==> src/rtl/core_exec_pkg.sv <==
// Shared constants and types for the instruction execution core.
// Assumes a single 50 MHz clock and a synchronous active-high reset.
package core_exec_pkg;
	// Instruction cycle length in system clocks
	localparam int SYS_PER_ICYCLE = 4;
	localparam logic [1:0] PHASE_LAST = 2'h3;
	// Address widths and stack depth
	localparam int PADDR_W = 13;
	localparam int DADDR_W = 8;
	localparam int STACK_DEPTH = 8;
	// Data memory address of the program counter low byte
	localparam logic [7:0] PCL_ADDR = 8'h06;
	// Reset values
	localparam logic [7:0] ACC_RESET = 8'h00;
	localparam logic [12:0] PC_RESET = 13'h0000;
	localparam logic [7:0] TABLE_POINTER_RESET = 8'h00;
	localparam logic [15:0] WDT_RESET = 16'h0000;
	// Field positions of the flag vector
	localparam int FLAG_Z = 0;
	localparam int FLAG_C = 1;
	localparam int FLAG_HC = 2;
	localparam int FLAG_OV = 3;
	localparam int FLAG_SC = 4;
	localparam int FLAG_CZ = 5;
	localparam int FLAG_TO = 6;
	localparam int FLAG_PDF = 7;

	// Operation classes, encoding is implementation defined
	typedef enum logic [5:0] {
		OP_NOP, OP_ADD, OP_ADC, OP_SUB, OP_SBC, OP_DAA,
		OP_AND, OP_OR, OP_XOR, OP_CPL, OP_INC, OP_DEC,
		OP_RR, OP_RL, OP_RRC, OP_RLC, OP_MOV_MA, OP_MOV_AM, OP_MOV_XA,
		OP_CLRB, OP_SETB, OP_JMP, OP_CALL, OP_RET, OP_RETX, OP_RETURN_FROM_IRQ,
		OP_SZ, OP_SNZ, OP_SZA, OP_SZB, OP_SNZB, OP_SIZ, OP_SDZ,
		OP_TABLE_READ_PAGE, OP_TABLE_READ_LAST_PAGE, OP_CLR, OP_SET, OP_SWAP, OP_CLRWDT, OP_HALT
	} op_t;

	// Decoded instruction word, 17 bits wide
	typedef struct packed {
		op_t op;          // Operation
		logic to_mem;     // Result to memory when set, else to accumulator
		logic use_imm;    // Operand is immediate data
		logic preinc;     // Table read pre-increments pointer
		logic [7:0] opnd; // Address, immediate data, or bit number
	} instr_t;

	// Data memory access request
	typedef struct packed {
		logic we;
		logic [DADDR_W-1:0] addr;
		logic [7:0] wdata;
	} dmem_req_t;
endpackage

==> src/rtl/core_exec.sv <==
// Instruction execution core of an 8-bit accumulator machine.
// Assumes program and data memories answer combinationally within a phase.
`timescale 1ns/1ps
`default_nettype none
module core_exec
	import core_exec_pkg::*;
#(
	parameter int STACK_LEVELS = STACK_DEPTH
) (
	input wire logic CORE_CLK_I,              // System clock, 50 MHz
	input wire logic RESET_I,                 // Synchronous reset, high
	input wire logic [15:0] PMEM_DATA_I,      // Program memory word
	input wire logic [7:0] DMEM_RDATA_I,      // Sector 0 data memory byte
	input wire logic [7:0] TBL_PAGE_I,        // Table page for specific-page reads
	input wire logic WDT_TICK_I,              // Watchdog count enable
	output logic [PADDR_W-1:0] PMEM_ADDR_O,   // Program memory address
	output logic DMEM_WE_O,                   // Data memory write strobe
	output logic [DADDR_W-1:0] DMEM_ADDR_O,   // Data memory address
	output logic [7:0] DMEM_WDATA_O,          // Data memory write data
	output logic [7:0] ACC_O,                 // Accumulator
	output logic [7:0] FLAGS_O,               // Status flags
	output logic [7:0] TABLE_HIGH_BYTE_O,                // Table high byte
	output logic [7:0] TABLE_POINTER_O,                // Table pointer
	output logic GIE_O,                       // Global interrupt enable
	output logic POWERDOWN_O,                 // Power-down mode
	output logic [15:0] WDT_O                 // Watchdog count
);
	// The stack is indexed by three pointer bits, so only a depth of
	// eight is served; anything else would wrap onto live entries.
	if (STACK_LEVELS != 8) begin : g_bad_depth
		$error("STACK_LEVELS must be 8");
	end

	typedef enum logic [1:0] {ST_FETCH, ST_EXEC, ST_EXTRA} state_t;

	state_t state_reg;
	logic [1:0] phase_reg;
	logic [PADDR_W-1:0] pc_reg;
	logic [7:0] acc_reg;
	logic [7:0] flags_reg;
	logic [7:0] table_high_byte_reg;
	logic [7:0] table_pointer_reg;
	logic gie_reg;
	logic pdn_reg;
	logic [15:0] wdt_reg;
	logic [PADDR_W-1:0] pmem_addr_reg;
	dmem_req_t dreq_reg;
	instr_t ir_reg;
	logic [PADDR_W-1:0] stack_mem [STACK_LEVELS];
	logic [3:0] sp_reg;
	instr_t ir_next;

	logic icyc_end;
	logic [7:0] alu_res;
	logic [7:0] alu_flags;
	logic [7:0] b_op;
	logic skip;
	logic writes_pcl;
	logic two_cycle;

	// Four system clocks per instruction cycle
	assign icyc_end = (phase_reg == PHASE_LAST);

	always_ff @(posedge CORE_CLK_I) begin
		if (RESET_I || pdn_reg)
			phase_reg <= 2'h0;
		else
			phase_reg <= phase_reg + 2'h1;
	end

	// Operand select: immediate data or sector 0 memory byte
	assign b_op = ir_reg.use_imm ? ir_reg.opnd : DMEM_RDATA_I;

	core_alu u_alu (
		.op_i(ir_reg.op),
		.a_i(acc_reg),
		.b_i(b_op),
		.bit_i(ir_reg.opnd[2:0]),
		.flags_i(flags_reg),
		.res_o(alu_res),
		.flags_o(alu_flags)
	);

	// Skip decision from the value under test
	always_comb begin
		unique case (ir_reg.op)
			OP_SZ, OP_SZA: skip = (DMEM_RDATA_I == 8'h00);
			OP_SNZ: skip = (DMEM_RDATA_I != 8'h00);
			OP_SZB: skip = ~DMEM_RDATA_I[ir_reg.opnd[2:0]];
			OP_SNZB: skip = DMEM_RDATA_I[ir_reg.opnd[2:0]];
			OP_SIZ, OP_SDZ: skip = (alu_res == 8'h00);
			default: skip = 1'b0;
		endcase
	end

	// Memory destination equal to the program counter low byte
	always_comb begin
		unique case (ir_reg.op)
			OP_ADD, OP_ADC, OP_SUB, OP_SBC, OP_AND, OP_OR, OP_XOR, OP_CPL,
			OP_INC, OP_DEC, OP_RR, OP_RL, OP_RRC, OP_RLC, OP_SIZ, OP_SDZ,
			OP_CLRB, OP_SETB, OP_CLR, OP_SET, OP_SWAP, OP_DAA, OP_MOV_AM:
				writes_pcl = (ir_reg.to_mem || ir_reg.op == OP_DAA || ir_reg.op == OP_MOV_AM)
					&& !ir_reg.use_imm && (ir_reg.opnd == PCL_ADDR);
			default: writes_pcl = 1'b0;
		endcase
	end

	// Instructions that spend a second instruction cycle
	always_comb begin
		unique case (ir_reg.op)
			OP_JMP, OP_CALL, OP_RET, OP_RETX, OP_RETURN_FROM_IRQ, OP_TABLE_READ_PAGE, OP_TABLE_READ_LAST_PAGE:
				two_cycle = 1'b1;
			default: two_cycle = skip || writes_pcl;
		endcase
	end

	// Word layout: op in the top six bits, then the destination bit and
	// the immediate bit, then the 8-bit operand.
	// Table reads always land in data memory, so their pre-increment
	// choice shares the destination bit; this keeps the word at 16 bits.
	// Op codes past the last enum entry decode as no operation,
	// since every case below falls to its default for them.
	always_comb begin
		ir_next = '0;
		ir_next.op = op_t'(PMEM_DATA_I[15:10]);
		ir_next.to_mem = PMEM_DATA_I[9];
		ir_next.use_imm = PMEM_DATA_I[8];
		ir_next.preinc = PMEM_DATA_I[9];
		ir_next.opnd = PMEM_DATA_I[7:0];
	end

	// Sequencer: fetch, execute, optional extra cycle
	always_ff @(posedge CORE_CLK_I) begin
		if (RESET_I) begin
			state_reg <= ST_FETCH;
			ir_reg <= '0;
		end else if (icyc_end) begin
			unique case (state_reg)
				ST_FETCH: begin
					ir_reg <= ir_next;
					state_reg <= ST_EXEC;
				end
				ST_EXEC: state_reg <= two_cycle ? ST_EXTRA : ST_FETCH;
				ST_EXTRA: state_reg <= ST_FETCH;
			endcase
		end
	end

	// Program counter and return stack
	always_ff @(posedge CORE_CLK_I) begin
		if (RESET_I) begin
			pc_reg <= PC_RESET;
			sp_reg <= 4'h0;
		end else if (icyc_end) begin
			if (state_reg == ST_FETCH)
				pc_reg <= pc_reg + 13'h0001;
			else if (state_reg == ST_EXEC) begin
				unique case (ir_reg.op)
					OP_JMP: pc_reg <= {5'h00, ir_reg.opnd};
					OP_CALL: begin
						stack_mem[sp_reg[2:0]] <= pc_reg;
						sp_reg <= sp_reg + 4'h1;
						pc_reg <= {5'h00, ir_reg.opnd};
					end
					OP_RET, OP_RETX, OP_RETURN_FROM_IRQ: begin
						pc_reg <= stack_mem[sp_reg[2:0] - 3'h1];
						sp_reg <= sp_reg - 4'h1;
					end
					default: begin
						if (skip)
							pc_reg <= pc_reg + 13'h0001;
						else if (writes_pcl)
							pc_reg <= {pc_reg[PADDR_W-1:8], alu_res};
					end
				endcase
			end
		end
	end

	// Accumulator and flags
	always_ff @(posedge CORE_CLK_I) begin
		if (RESET_I) begin
			acc_reg <= ACC_RESET;
			flags_reg <= 8'h00;
		end else if (icyc_end && state_reg == ST_EXEC) begin
			unique case (ir_reg.op)
				OP_ADD, OP_ADC, OP_SUB, OP_SBC, OP_AND, OP_OR, OP_XOR, OP_CPL,
				OP_INC, OP_DEC, OP_RRC, OP_RLC, OP_RR, OP_RL, OP_SWAP: begin
					flags_reg <= alu_flags;
					if (!ir_reg.to_mem)
						acc_reg <= alu_res;
				end
				OP_DAA: flags_reg <= alu_flags;
				OP_SIZ, OP_SDZ: if (!ir_reg.to_mem) acc_reg <= alu_res;
				OP_MOV_MA, OP_SZA: acc_reg <= DMEM_RDATA_I;
				OP_MOV_XA, OP_RETX: acc_reg <= ir_reg.opnd;
				OP_CLRWDT: begin
					flags_reg[FLAG_TO] <= 1'b0;
					flags_reg[FLAG_PDF] <= 1'b0;
				end
				OP_HALT: begin
					flags_reg[FLAG_TO] <= 1'b0;
					flags_reg[FLAG_PDF] <= 1'b1;
				end
				default: acc_reg <= acc_reg;
			endcase
		end
		// Expiry is a hardware set; placed last so that it wins over any
		// flag write or watchdog clear landing on the same edge
		if (!RESET_I && wdt_reg == 16'hffff && WDT_TICK_I)
			flags_reg[FLAG_TO] <= 1'b1;
	end

	// Interrupt enable and power-down
	always_ff @(posedge CORE_CLK_I) begin
		if (RESET_I) begin
			gie_reg <= 1'b0;
			pdn_reg <= 1'b0;
		end else if (icyc_end && state_reg == ST_EXEC) begin
			if (ir_reg.op == OP_RETURN_FROM_IRQ)
				gie_reg <= 1'b1;
			if (ir_reg.op == OP_HALT)
				pdn_reg <= 1'b1;
		end else if (pdn_reg && wdt_reg == 16'hffff && WDT_TICK_I)
			pdn_reg <= 1'b0; // Watchdog expiry is the only wake source here
	end

	// Watchdog count; clear wins over the tick
	always_ff @(posedge CORE_CLK_I) begin
		if (RESET_I)
			wdt_reg <= WDT_RESET;
		else if (icyc_end && state_reg == ST_EXEC && (ir_reg.op == OP_CLRWDT || ir_reg.op == OP_HALT))
			wdt_reg <= WDT_RESET;
		else if (WDT_TICK_I)
			wdt_reg <= wdt_reg + 16'h0001;
	end

	// Table pointer, table high byte, program memory address
	always_ff @(posedge CORE_CLK_I) begin
		if (RESET_I) begin
			table_pointer_reg <= TABLE_POINTER_RESET;
			table_high_byte_reg <= 8'h00;
			pmem_addr_reg <= PC_RESET;
		end else if (phase_reg == 2'h2) begin
			if (state_reg == ST_EXEC && (ir_reg.op == OP_TABLE_READ_PAGE || ir_reg.op == OP_TABLE_READ_LAST_PAGE)) begin
				// Last page is all ones in the upper address bits
				pmem_addr_reg <= {(ir_reg.op == OP_TABLE_READ_LAST_PAGE) ? 5'h1f : TBL_PAGE_I[4:0],
					ir_reg.preinc ? table_pointer_reg + 8'h01 : table_pointer_reg};
				if (ir_reg.preinc)
					table_pointer_reg <= table_pointer_reg + 8'h01;
			end else
				pmem_addr_reg <= pc_reg;
			// The table word is only on the bus until the address moves back
			// to the program counter on this very edge, so take it now
			if (state_reg == ST_EXTRA && (ir_reg.op == OP_TABLE_READ_PAGE || ir_reg.op == OP_TABLE_READ_LAST_PAGE))
				table_high_byte_reg <= PMEM_DATA_I[15:8];
		end
	end

	// Data memory port, sector 0 only
	always_ff @(posedge CORE_CLK_I) begin
		if (RESET_I)
			dreq_reg <= '0;
		else begin
			dreq_reg.addr <= ir_reg.opnd;
			dreq_reg.we <= 1'b0;
			if (phase_reg == 2'h2 && state_reg == ST_EXEC) begin
				unique case (ir_reg.op)
					OP_DAA, OP_MOV_AM, OP_CLRB, OP_SETB, OP_CLR, OP_SET: begin
						dreq_reg.we <= 1'b1;
						dreq_reg.wdata <= alu_res;
					end
					OP_ADD, OP_ADC, OP_SUB, OP_SBC, OP_AND, OP_OR, OP_XOR, OP_CPL, OP_INC,
					OP_DEC, OP_RR, OP_RL, OP_RRC, OP_RLC, OP_SWAP, OP_SIZ, OP_SDZ: begin
						dreq_reg.we <= ir_reg.to_mem && !ir_reg.use_imm;
						dreq_reg.wdata <= alu_res;
					end
					default: dreq_reg.we <= 1'b0;
				endcase
			end else if (phase_reg == 2'h2 && state_reg == ST_EXTRA
				&& (ir_reg.op == OP_TABLE_READ_PAGE || ir_reg.op == OP_TABLE_READ_LAST_PAGE)) begin
				dreq_reg.we <= 1'b1;
				dreq_reg.wdata <= PMEM_DATA_I[7:0];
			end
		end
	end

	// Outputs straight from flip-flops
	assign PMEM_ADDR_O = pmem_addr_reg;
	assign DMEM_WE_O = dreq_reg.we;
	assign DMEM_ADDR_O = dreq_reg.addr;
	assign DMEM_WDATA_O = dreq_reg.wdata;
	assign ACC_O = acc_reg;
	assign FLAGS_O = flags_reg;
	assign TABLE_HIGH_BYTE_O = table_high_byte_reg;
	assign TABLE_POINTER_O = table_pointer_reg;
	assign GIE_O = gie_reg;
	assign POWERDOWN_O = pdn_reg;
	assign WDT_O = wdt_reg;
endmodule
`default_nettype wire

==> src/rtl/core_alu.sv <==
// Combinational arithmetic and logic unit of the execution core.
// Assumes operands are stable for the whole instruction cycle.
`timescale 1ns/1ps
`default_nettype none
module core_alu
	import core_exec_pkg::*;
(
	input wire op_t op_i,          // Operation
	input wire logic [7:0] a_i,    // Accumulator
	input wire logic [7:0] b_i,    // Memory byte or immediate
	input wire logic [2:0] bit_i,  // Bit number
	input wire logic [7:0] flags_i, // Current flags
	output logic [7:0] res_o,      // Result byte
	output logic [7:0] flags_o     // Next flags
);
	logic [8:0] sum;
	logic [4:0] half;
	logic cin;

	// Add and subtract share one adder; subtraction adds the inverse
	always_comb begin
		res_o = b_i;
		flags_o = flags_i;
		cin = 1'b0;
		sum = 9'h000;
		half = 5'h00;
		unique case (op_i)
			OP_ADD, OP_ADC: begin
				cin = (op_i == OP_ADC) ? flags_i[FLAG_C] : 1'b0;
				sum = {1'b0, a_i} + {1'b0, b_i} + {8'h00, cin};
				half = {1'b0, a_i[3:0]} + {1'b0, b_i[3:0]} + {4'h0, cin};
				res_o = sum[7:0];
				flags_o[FLAG_C] = sum[8];
				flags_o[FLAG_HC] = half[4];
				flags_o[FLAG_OV] = (a_i[7] == b_i[7]) && (sum[7] != a_i[7]);
				flags_o[FLAG_SC] = sum[7];
				flags_o[FLAG_Z] = (sum[7:0] == 8'h00);
			end
			OP_SUB, OP_SBC: begin
				// Carry set means no borrow
				cin = (op_i == OP_SBC) ? flags_i[FLAG_C] : 1'b1;
				sum = {1'b0, a_i} + {1'b0, ~b_i} + {8'h00, cin};
				half = {1'b0, a_i[3:0]} + {1'b0, ~b_i[3:0]} + {4'h0, cin};
				res_o = sum[7:0];
				flags_o[FLAG_C] = sum[8];
				flags_o[FLAG_HC] = half[4];
				flags_o[FLAG_OV] = (a_i[7] != b_i[7]) && (sum[7] != a_i[7]);
				flags_o[FLAG_SC] = sum[7];
				flags_o[FLAG_Z] = (sum[7:0] == 8'h00);
				// Chained zero: with SBC, clear when the previous result left the Z flag clear
				flags_o[FLAG_CZ] = (sum[7:0] == 8'h00) && ((op_i == OP_SUB) || flags_i[FLAG_Z]);
			end
			OP_DAA: begin
				sum = {1'b0, a_i};
				if (a_i[3:0] > 4'h9 || flags_i[FLAG_HC])
					sum = sum + 9'h006;
				if (sum[7:4] > 4'h9 || sum[8] || flags_i[FLAG_C])
					sum = sum + 9'h060;
				res_o = sum[7:0];
				flags_o[FLAG_C] = sum[8] | flags_i[FLAG_C];
			end
			OP_AND, OP_OR, OP_XOR: begin
				res_o = (op_i == OP_AND) ? (a_i & b_i) : (op_i == OP_OR) ? (a_i | b_i) : (a_i ^ b_i);
				flags_o[FLAG_Z] = (res_o == 8'h00);
			end
			OP_CPL: begin
				res_o = ~b_i;
				flags_o[FLAG_Z] = (res_o == 8'h00);
			end
			OP_INC, OP_SIZ: begin
				res_o = b_i + 8'h01;
				if (op_i == OP_INC)
					flags_o[FLAG_Z] = (res_o == 8'h00);
			end
			OP_DEC, OP_SDZ: begin
				res_o = b_i - 8'h01;
				if (op_i == OP_DEC)
					flags_o[FLAG_Z] = (res_o == 8'h00);
			end
			OP_RR: res_o = {b_i[0], b_i[7:1]};
			OP_RL: res_o = {b_i[6:0], b_i[7]};
			OP_RRC: begin
				res_o = {flags_i[FLAG_C], b_i[7:1]};
				flags_o[FLAG_C] = b_i[0];
			end
			OP_RLC: begin
				res_o = {b_i[6:0], flags_i[FLAG_C]};
				flags_o[FLAG_C] = b_i[7];
			end
			OP_MOV_AM: res_o = a_i;
			OP_CLRB: res_o = b_i & ~(8'h01 << bit_i);
			OP_SETB: res_o = b_i | (8'h01 << bit_i);
			OP_CLR: res_o = 8'h00;
			OP_SET: res_o = 8'hff;
			OP_SWAP: res_o = {b_i[3:0], b_i[7:4]};
			default: res_o = b_i;
		endcase
	end
endmodule
`default_nettype wire

==> config.mk <==
export PLATFORM = sky130hd
export DESIGN_NAME = core_exec
export DESIGN_NICKNAME = d
export VERILOG_FILES = /design/src/rtl/core_exec_pkg.sv /design/src/rtl/core_exec.sv /design/src/rtl/core_alu.sv
export SDC_FILE = /design/constraint.sdc
export NUM_CORES = 1
export LEC_CHECK = 0
export BUFFER_PORTS_ARGS = -buffer_cell sky130_fd_sc_hd__buf_2
export CORE_MARGIN = 2
export CORE_UTILIZATION = 43
export CTS_CLUSTER_SIZE = 30
export DETAILED_ROUTE_END_ITERATION = 10
export MAX_ROUTING_LAYER = met4
export SYNTH_ARGS = -nofsm -noshare
export SYNTH_HDL_FRONTEND = slang
export SYNTH_SLANG_ARGS = --single-unit
==> constraint.sdc <==
create_clock -name CORE_CLK_I -period 12.93 [get_ports CORE_CLK_I]
set_input_delay 1.9395 -clock CORE_CLK_I [delete_from_list [all_inputs] [get_ports CORE_CLK_I]]
set_output_delay 1.9395 -clock CORE_CLK_I [all_outputs]
set_load 0.05 [all_outputs]
==> results by group, run 1 <==
Timing
  – Fin crit period: ~6.7 ns
  – Setup violations, final: 0
  – RSZ-0062 raised after global routing: no
  – Hold_ws: 0.452 ns
  – Setup WS post-layout: between 6 and 7 ns
  – Clock Skews: 0.0156 ns
  – Setup TNS: 0 ns
  – Final Hold Fails: 0
  – Final Max Slew Viols: 0
  – F_max: between 100 and 150 MHz
  – Tcrit/Tclk final: 0.517
  – Headroom to the max-slew limit: 0.197
  – Tightest Pin Transition: ~1.2 ns

Finish
  – Max reg flops: ~100
  – Layout cells sized above 1: 0.171
  – Final Non-Filler Cells: between 1500 and 2000
  – Register area: between 5000 and 6000 um2
  – Number of fill cells: just under 3000
  – Area of the multi-input gates: 7270 um2
  – Synth-to-layout area growth: 13.3%
  – Nets: approximately 1600

Min path
  – Min-delay worst type: reg2reg

Floorplanning
  – Die span in x: approximately 180 um
  – Num ports: between 100 and 150
  – Die height: ~180 um
  – Die area: 32300 um2
  – Core Box Area: about 30000 um2
  – Initial core utilization: 0.435
  – Core Rows: 64

Critical path
  – Arrival time at the worst endpoint: 7.15 ns
  – Worst Path Required: 13.39 ns
  – CP Capture Type: flop
  – Crit-path max FO: 11
  – Setup crit start kind: primary input
  – CP Class: in2reg

Pwr
  – P per Cell Area: 108 nW/um2
  – Leak: ~5.5 nW
  – Peak VDD IR: roughly 0.00011 V
  – Tot Pwr: roughly 1.6 mW

Logic synthesis
  – Share of Yosys cell area claimed by the top area cell type: 0.235
  – Synthesized Nets: ~1500
  – Synth Cell Area: 13300 um2
  – Top FF cell, synth: dfxtp_1
  – Synthesis warning total: 0
  – Seq/Total Area, Yosys: 0.410
  – Mapped Avg Cell Area: slightly above 9 um2
  – Post-synth top area cell: edfxtp_1
  – Post-synth cell types: between 90 and 100
  – Synth top area cells: edfxtp_1 (24%), dfxtp_1 (17%), mux4_2 (4.7%)
  – Mapped Cells: about 1400
  – Post-synth EDFFs: roughly 100
  – Async set-reset flop share out of synthesis: 0
  – #FFs+latches synth: between 200 and 250

Global route
  – Vias in the first global route: between 10000 and 15000
  – Antenna violations before repair: 2
  – Largest net degree at the start of global routing: 53
  – Grt total ovfl: 0
  – First-pass GRT wire length: about 67000 um
  – Total Routing Usage GR: 0.271

Routing
  – Final WL: 43500 um
  – DR vias/cell: 6.14
  – Vias: ~12000
  – Drt drc: 0
  – Number of nets with antenna violations after routing: 0
  – Routed length per instance: roughly 23 um
  – DR pass1 iterations: 5
  – DRT iter0 DRCs: 1388

CTS
  – CTS Buf Count: 26
  – Clock root cell: clkbuf_16
  – H-tree lvl count: 1
  – Clock sink count: 220
  – Clock-pin slew on the worst setup and hold paths: approximately 0.06 ns
  – CTS max path bufs: 3
  – Clk_lat worst skew: about 0.56 ns
  – # resized after CTS: 0
  – # Post-CTS Setup Buffers: 0
  – CTS tree: yes
  – Hold-fix buffers, CTS: 0

Place
  – Inst Count DP: 1867
  – Input/output buffers: 111
  – Pre-CTS setup slack: just under 6 ns
  – Routability cong.: a little under 1
  – Hpwl dp: about 31000 um

Run status
  – Status: finished clean

Job
  – MaxCap Viol Count: 0
-- cell usage after synthesis (26+ instances only) --
| library cell | count |
|---|---|
| nand2_1 | 158 |
| xnor2_1 | 34 |
| mux4_2 | 28 |
| mux2i_1 | 31 |
| edfxtp_1 | 104 |
| clkbuf_1 | 75 |
| nand3_1 | 59 |
| dfxtp_1 | 116 |
| nor2_1 | 124 |
| a21oi_1 | 105 |
| o21ai_0 | 60 |
| inv_1 | 39 |
| ha_1 | 39 |
| nor3_1 | 30 |
| xor2_1 | 26 |
-- worst max-delay path, cell delays in order --
cell and delay, ns:
buf_2 0.15, mux2i_1 0.56, inv_1 0.46, fa_1 0.55
o21ba_2 0.24, or4_1 0.44, nand2_1 0.11, xnor2_1 0.09
o211a_1 0.22, a41oi_1 0.93, and4bb_2 0.37, a21oi_1 0.35
a21oi_1 0.32, a2111oi_2 0.40
-- logic make-up after synthesis --
logic type,after synthesis,synth area share
buf+inv,141,0.0438
fa+ha+maj,44,0.0443
compound gates,352,0.178
xor+xnor,60,0.0396
flops,220,0.410
simple gates,536,0.202
mux,69,0.0823
-- path summary, 6_finish.rpt --
path | from | to | slack [ns] | cells past startpoint
worst max-delay path | DMEM_RDATA_I[0] | pc_reg[7] | 6.24 | 14
worst min register to register | phase_reg[0] | phase_reg[0] | 0.45 | 1
worst max register to register | ir_reg[9] | pc_reg[7] | 7.01 | 14
worst min-delay path | phase_reg[0] | phase_reg[0] | 0.45 | 1
-- through the flow --
| step | area (um2) | utilization |
|---|---|---|
| after global placement | 14200 | 0.466 |
| final | 15000 | 0.493 |
| after floorplan | 13300 | - |
| after detailed placement | 14200 | 0.466 |
| after global routing | 15000 | 0.493 |
| after CTS | 15000 | 0.493 |
-- layout by cell type, fill, tap and decap left out, types with 8 or more instances in the layout --
master / n
nand2_1: 158
nor2_1: 123
dfxtp_1: 115
buf_2: 110
a21oi_1: 105
edfxtp_1: 104
o21ai_0: 59
nand3_1: 59
inv_1: 39
ha_1: 39
buf_4: 38
xnor2_1: 34
mux2i_1: 31
nor3_1: 28
mux4_2: 28
xor2_1: 26
clkbuf_16: 26
a211oi_1: 20
nand2b_1: 19
nor2b_1: 17
nor4_1: 17
o211ai_1: 16
nand4_1: 15
or3_1: 15
and3_1: 14
a221oi_1: 14
o22ai_1: 14
a31oi_1: 11
or2_2: 9
o221ai_1: 9
or4_1: 8
-- power by group --
part           switching [mW]  internal (mW)  total [mW]
clock                   0.304          0.409       0.712
sequential            0.00980          0.730       0.739
combinational           0.118         0.0541       0.173
-- per-layer routing --
metal,global-route usage,vias up,share of wire
met4,0.0771,0,0.027
li1,-,5472,-
met3,0.0608,83,0.092
met1,0.382,5709,0.45
met2,0.390,507,0.43
met5,-,-,0
-- area by class of cell --
type / count / area share
diodes: 3 / 0.000499
clock buffers: 32 / 0.0467
clock inverters: 14 / 0.00873
inverters: 42 / 0.0105
multi-input cells: 1061 / 0.483
flip-flops and latches: 220 / 0.362
well taps: 396 / 0.0329
repair buffers: 148 / 0.0555
No activity file was read; power rests on OpenSTA's default activity.
==> run 2: changes to the inputs <==
==> constraint.sdc (replaced) <==
create_clock -name CORE_CLK_I -period 6.1 [get_ports CORE_CLK_I]
set_input_delay 0.915 -clock CORE_CLK_I [delete_from_list [all_inputs] [get_ports CORE_CLK_I]]
set_output_delay 0.915 -clock CORE_CLK_I [all_outputs]
set_load 0.05 [all_outputs]
==> run 2 against run 1 <==
  * Via count rose by 1.4%
  * Die area did not move
  * Critical path depth fell by 2
  * Combinational power rose by 120%
  * Sequential cell count did not move
  * Clock power rose by 100%
  * Count of clock-buffer cells in the layout fell by 2
  * Largest cell class unchanged
==> results by group, run 2 (synthesis gave the netlist of run 1 again) <==
Critical path
  – Worst Path Required: about 6.5 ns
  – CP Class: reg2reg
  – Setup crit start kind: flop
  – R2r endpoint: pc_reg[7]
  – Register-to-Register Path Depth: 12
  – Slowest cell on the critical path: dfxtp_1
  – Crit-path cells: mux2i_4 > clkinv_1 > ha_1 > or4_1 > a211o_1 > a21oi_1 > o2bb2ai_1 > a31oi_1 > a21oi_1 > a21oi_1 > a21oi_1 > a2111oi_2
  – Crit-path max FO: 12
  – Arrival time at the worst endpoint: 5.89 ns
  – Launching point of the worst reg2reg path: ir_reg[9]
  – Critical Path End: pc_reg[7]
  – CP dominant cell by count: a21oi_1
  – Setup crit start: ir_reg[9]
  – Reg-to-reg slack, setup: roughly 0.64 ns
  – Critical Path Max Stage Delay: ~0.76 ns
  – CP Capture Type: flop

Routing
  – DRT iter0 DRCs: ~1400
  – DR pass1 iterations: 10
  – Drt drc: 0
  – DR vias/cell: slightly above 6
  – Routed length per instance: about 23 um
  – Number of nets with antenna violations after routing: 0
  – Vias: between 10000 and 15000
  – Final WL: 44300 um

CTS
  – # Post-CTS Setup Buffers: 0
  – CTS tree: yes
  – Clk_lat worst skew: 0.55 ns
  – H-tree lvl count: 1
  – CTS max path bufs: 3
  – CTS Buf Count: 25
  – Clock sink count: 220
  – Clock root cell: clkbuf_16
  – # resized after CTS: 0
  – Clock-pin slew on the worst setup and hold paths: 0.06 ns
  – Hold-fix buffers, CTS: 0

Finish
  – Most common cell after layout, fill and taps aside: nand2_1
  – Layout cells sized above 1: 0.179
  – Synth-to-layout area growth: 13.8%
  – Register area: ~5400 um2
  – Nets: about 1600
  – Max reg flops: 104
  – Number of fill cells: around 2900
  – Area of the multi-input gates: about 7300 um2
  – Most frequent cells in the layout: nand2_1 (158), nor2_1 (122), dfxtp_1 (115)
  – Final instance area: 15100 um2

Timing
  – Clock Skews: between 0.015 and 0.02 ns
  – Final Hold Fails: 0
  – Tcrit/Tclk final: 0.894
  – Tightest Pin Transition: ~1.1 ns
  – Headroom to the max-slew limit: 0.240
  – Fin crit period: roughly 5.5 ns
  – Setup TNS: 0 ns
  – RSZ-0062 raised after global routing: no
  – F_max: 183 MHz
  – Setup violations, final: 0
  – Final Max Slew Viols: 0
  – Setup WS post-layout: 0.644 ns

Floorplanning
  – Core Rows: between 60 and 70
  – Die area: ~32000 um2
  – Core Box Area: 30500 um2
  – Die height: around 180 um
  – Num ports: about 120
  – Initial core utilization: 0.435
  – Die span in x: 180 um

Place
  – DP Area: 14300 um2
  – Routability cong.: just under 1
  – Hpwl dp: ~32000 um
  – Input/output buffers: ~110
  – Pre-CTS setup slack: 0.590 ns

Global route
  – First-pass GRT wire length: roughly 70000 um
  – Total Routing Usage GR: 0.274
  – Antenna violations before repair: 2
  – Vias in the first global route: between 10000 and 15000
  – Grt total ovfl: 0
  – Largest net degree at the start of global routing: 54

Pwr
  – P per Cell Area: approximately 220 nW/um2
  – Tot Pwr: approximately 3.4 mW
  – Leak: 5.54 nW
  – Peak VDD IR: between 0.0001 and 0.00015 V

Run status
  – Status: finished clean

Job
  – MaxCap Viol Count: 0

Min path
  – Min-delay worst type: reg2reg
==> run 2: changes by cell type in the layout (fill, tap and decap cells not counted), moves of 2 or more <==
cell | before | now
buf_4 | 38 | 53
clkinv_2 | 2 | 4
clkinv_4 | 0 | 2
inv_6 | 3 | 1
==> run 2: critical path: cells and delay by family, from the launching register on <==
family | cells | cell delay [ns]
flops | 1 | 0.76
fa+ha+maj | 1 | 0.53
mux | 1 | 0.48
buf+inv | 1 | 0.35
simple gates | 1 | 0.57
compound gates | 8 | 2.64
==> run 2: metal layers <==
metal	vias to the layer above	GRT usage	wire length, um
met2	595	0.404	19400
li1	5491	-	-
met4	0	0.0754	1220
met1	5750	0.393	19900
met3	97	0.0429	3730
met5	-	-	0
==> run 2: metrics by stage <==
| stage | utilization | hold WS, ns | cells |
|---|---|---|---|
| after floorplan | - | 0.427 | 1422 |
| after global placement | 0.469 | 0.441 | 1882 |
| after detailed placement | 0.469 | 0.444 | 1882 |
| after CTS | 0.495 | 0.452 | 1927 |
| after global routing | 0.495 | 0.479 | 1929 |
| final | 0.495 | 0.451 | 1929 |
==> run 2: worst min-delay path by stage <==
stage	from	endpoint	slack [ns]	cells past startpoint
5_1_grt	phase_reg[0]	phase_reg[0]	0.48	1
3_3_place_gp	phase_reg[0]	phase_reg[0]	0.44	1
3_5_place_dp	TABLE_HIGH_BYTE_O[3]	TABLE_HIGH_BYTE_O[3]	0.44	2
4_1_cts	TABLE_HIGH_BYTE_O[3]	TABLE_HIGH_BYTE_O[3]	0.45	2
2_1_floorplan	phase_reg[0]	phase_reg[0]	0.43	1
6_report	TABLE_HIGH_BYTE_O[3]	TABLE_HIGH_BYTE_O[3]	0.45	2
==> run 2: report_power, final <==
group          switching (mW)  total [mW]  internal, mW
Clock                   0.628        1.45         0.824
Combinational           0.258       0.379         0.121
Sequential             0.0187        1.56          1.55
Total                   0.905        3.40          2.49
==> run 2: area by class of cell <==
cell class                      count  area share
Multi-Input combinational cell   1061       0.481
Sequential cell                   220       0.360
Timing Repair Buffer              163      0.0628
Clock buffer                       30      0.0440
Tap cell                          396      0.0328
Inverter                           42      0.0104
Clock inverter                     15     0.00811
Antenna cell                        2    0.000331
==> run 3: changes to the inputs <==
--- a/config.mk
+++ b/config.mk
@@ -11,6 +11,7 @@
 export CTS_CLUSTER_SIZE = 30
 export DETAILED_ROUTE_END_ITERATION = 10
 export MAX_ROUTING_LAYER = met4
+export REMOVE_ABC_BUFFERS = 1
 export SYNTH_ARGS = -nofsm -noshare
 export SYNTH_HDL_FRONTEND = slang
 export SYNTH_SLANG_ARGS = --single-unit
==> run 3 against run 2 <==
  * Global-route usage decreased by 0.41 points
  * Register-to-register slack got worse by 0.04 ns
  * Hold slack lost 0.0058 ns
  * Non-clock buffer count increased by 1
  * Power up 1.7%
  * Utilization rose by 0.090 points
  * Highest routed layer unchanged
  * Routed wire length decreased by 1.1%
==> results by group, run 3 (synthesis gave the netlist of run 1 again) <==
Global route
  – Total Routing Usage GR: 0.270
  – First-pass GRT wire length: around 67000 um
  – Largest net degree at the start of global routing: 60
  – Vias in the first global route: between 10000 and 15000
  – Grt total ovfl: 0
  – Antenna violations before repair: 1

Timing
  – Headroom to the max-slew limit: 0.212
  – Final Max Slew Viols: 0
  – Hold_ws: 0.446 ns
  – F_max: about 180 MHz
  – Setup TNS: 0 ns
  – Tcrit/Tclk final: 0.902
  – Tightest Pin Transition: about 1.2 ns
  – Setup WS post-layout: 0.600 ns
  – Clock Skews: ~0.014 ns
  – Final Hold Fails: 0
  – Fin crit period: between 5 and 6 ns
  – RSZ-0062 raised after global routing: no
  – Setup violations, final: 0

Floorplanning
  – Die area: 32300 um2
  – Core Box Area: 30500 um2
  – Core Rows: between 60 and 70
  – Die height: between 150 and 200 um
  – Num ports: 115
  – Initial core utilization: 0.435
  – Die span in x: roughly 180 um

Critical path
  – CP dominant cell by count: a21oi_1
  – Slowest cell on the critical path: dfxtp_1
  – Reg-to-reg slack, setup: between 0.5 and 0.6 ns
  – Setup crit start kind: flop
  – Arrival time at the worst endpoint: ~5.9 ns
  – Crit-path cells: mux2i_4 > inv_2 > ha_1 > o21ba_2 > or4_1 > a211o_1 > a21oi_1 > o2bb2ai_1 > a31oi_1 > a21oi_1 > a21oi_1 > a21oi_1 > a2111oi_2
  – Critical Path Max Stage Delay: between 0.7 and 0.8 ns
  – CP Class: reg2reg
  – Crit-path max FO: 9
  – CP Capture Type: flop
  – R2r endpoint: pc_reg[7]
  – Register-to-Register Path Depth: 13
  – Worst Path Required: between 6 and 7 ns
  – Launching point of the worst reg2reg path: ir_reg[9]

Pwr
  – Peak VDD IR: approximately 0.00021 V
  – P per Cell Area: 228 nW/um2
  – Leak: about 5.5 nW

Finish
  – Final instance area: 15100 um2
  – Number of fill cells: a little under 3000
  – Most common cell after layout, fill and taps aside: nand2_1
  – Max reg flops: 104
  – Nets: approximately 1600
  – Most frequent cells in the layout: nand2_1 (158), nor2_1 (123), dfxtp_1 (115)
  – Layout cells sized above 1: 0.177
  – Synth-to-layout area growth: 14.0%
  – Area of the multi-input gates: 7270 um2
  – Register area: 5450 um2

CTS
  – CTS Buf Count: 25
  – Clock root cell: clkbuf_16
  – H-tree lvl count: 1
  – CTS max path bufs: 3
  – Hold-fix buffers, CTS: 0
  – CTS tree: yes
  – Clock-pin slew on the worst setup and hold paths: ~0.070 ns
  – Clk_lat worst skew: approximately 0.54 ns
  – # resized after CTS: 0
  – # Post-CTS Setup Buffers: 0
  – Clock sink count: 220

Routing
  – Number of nets with antenna violations after routing: 0
  – Routed length per instance: about 23 um
  – DR pass1 iterations: 6
  – Vias: 11900
  – Drt drc: 0
  – DRT iter0 DRCs: roughly 1200
  – Final WL: around 44000 um
  – DR vias/cell: about 6.2

Place
  – Hpwl dp: approximately 31000 um
  – Input/output buffers: between 100 and 150
  – Pre-CTS setup slack: about 0.67 ns
  – DP Area: roughly 14000 um2
  – Routability cong.: between 0.9 and 1

Job
  – MaxCap Viol Count: 0

Run status
  – Status: finished clean

Min path
  – Min-delay worst type: reg2reg
  – Hold Crit Endpoint: FLAGS_O[5]
  – Hold path cells: 2
  – Worst min-delay path startpoint: FLAGS_O[5]
## run 3: cell count changes in the layout (fill, tap and decap cells not counted), sizes merged
cell      before  now
inv           43   42
diode          2    1
bufinv         1    3
clkinv        12    4
clkbuf        30   34
clkinvlp       1    5
buf          163  164
## run 3: worst max-delay path by stage
stage                               start        end  slack [ns]  cells after the start
after detailed placement  DMEM_RDATA_I[1]  pc_reg[7]        0.67                     14
final                           ir_reg[9]  pc_reg[7]        0.60                     13
after global routing            ir_reg[9]  pc_reg[7]        0.44                     13
after floorplan                 ir_reg[9]  pc_reg[7]        1.11                     14
after global placement    DMEM_RDATA_I[1]  pc_reg[7]        0.74                     14
after CTS                       ir_reg[9]  pc_reg[7]        0.82                     13
## run 3: power by group
part,switching [mW],internal (mW)
registers,0.0189,1.55
logic,0.260,0.121
clock network,0.616,0.889
total,0.895,2.56
## run 3: final cells by class
type / instances / share of cell area
Antenna cell: 1 / 0.000165
Clock inverter: 12 / 0.0102
Inverter: 42 / 0.0104
Sequential cell: 220 / 0.360
Timing Repair Buffer: 164 / 0.0631
Tap cell: 396 / 0.0327
Multi-Input combinational cell: 1061 / 0.480
Clock buffer: 34 / 0.0436
## run 3: metal layers
layer | up-vias | global-route usage | wire (um)
met5 | - | - | 0
met3 | 132 | 0.0529 | 3540
li1 | 5480 | - | -
met2 | 542 | 0.394 | 19200
met1 | 5752 | 0.370 | 19200
met4 | 0 | 0.109 | 1850
## run 3: metrics by stage
stage          utilization  cells  total power, mW
6_report             0.496   1930             3.45
3_5_place_dp         0.469   1883             1.96
3_3_place_gp         0.469   1883             1.96
5_1_grt              0.496   1930             3.57
4_1_cts              0.496   1929             3.48
2_1_floorplan            -   1323             1.81
## run 3: worst max-delay path, delay by kind of cell (launching register included)
| family | cells | cell delay [ns] |
|---|---|---|
| DFF | 1 | 0.75 |
| and+or+nand+nor | 1 | 0.45 |
| muxes | 1 | 0.58 |
| AOI/OAI and AO/OA | 9 | 3.03 |
| adders and majority gates | 1 | 0.36 |
| buffers and inverters | 1 | 0.19 |
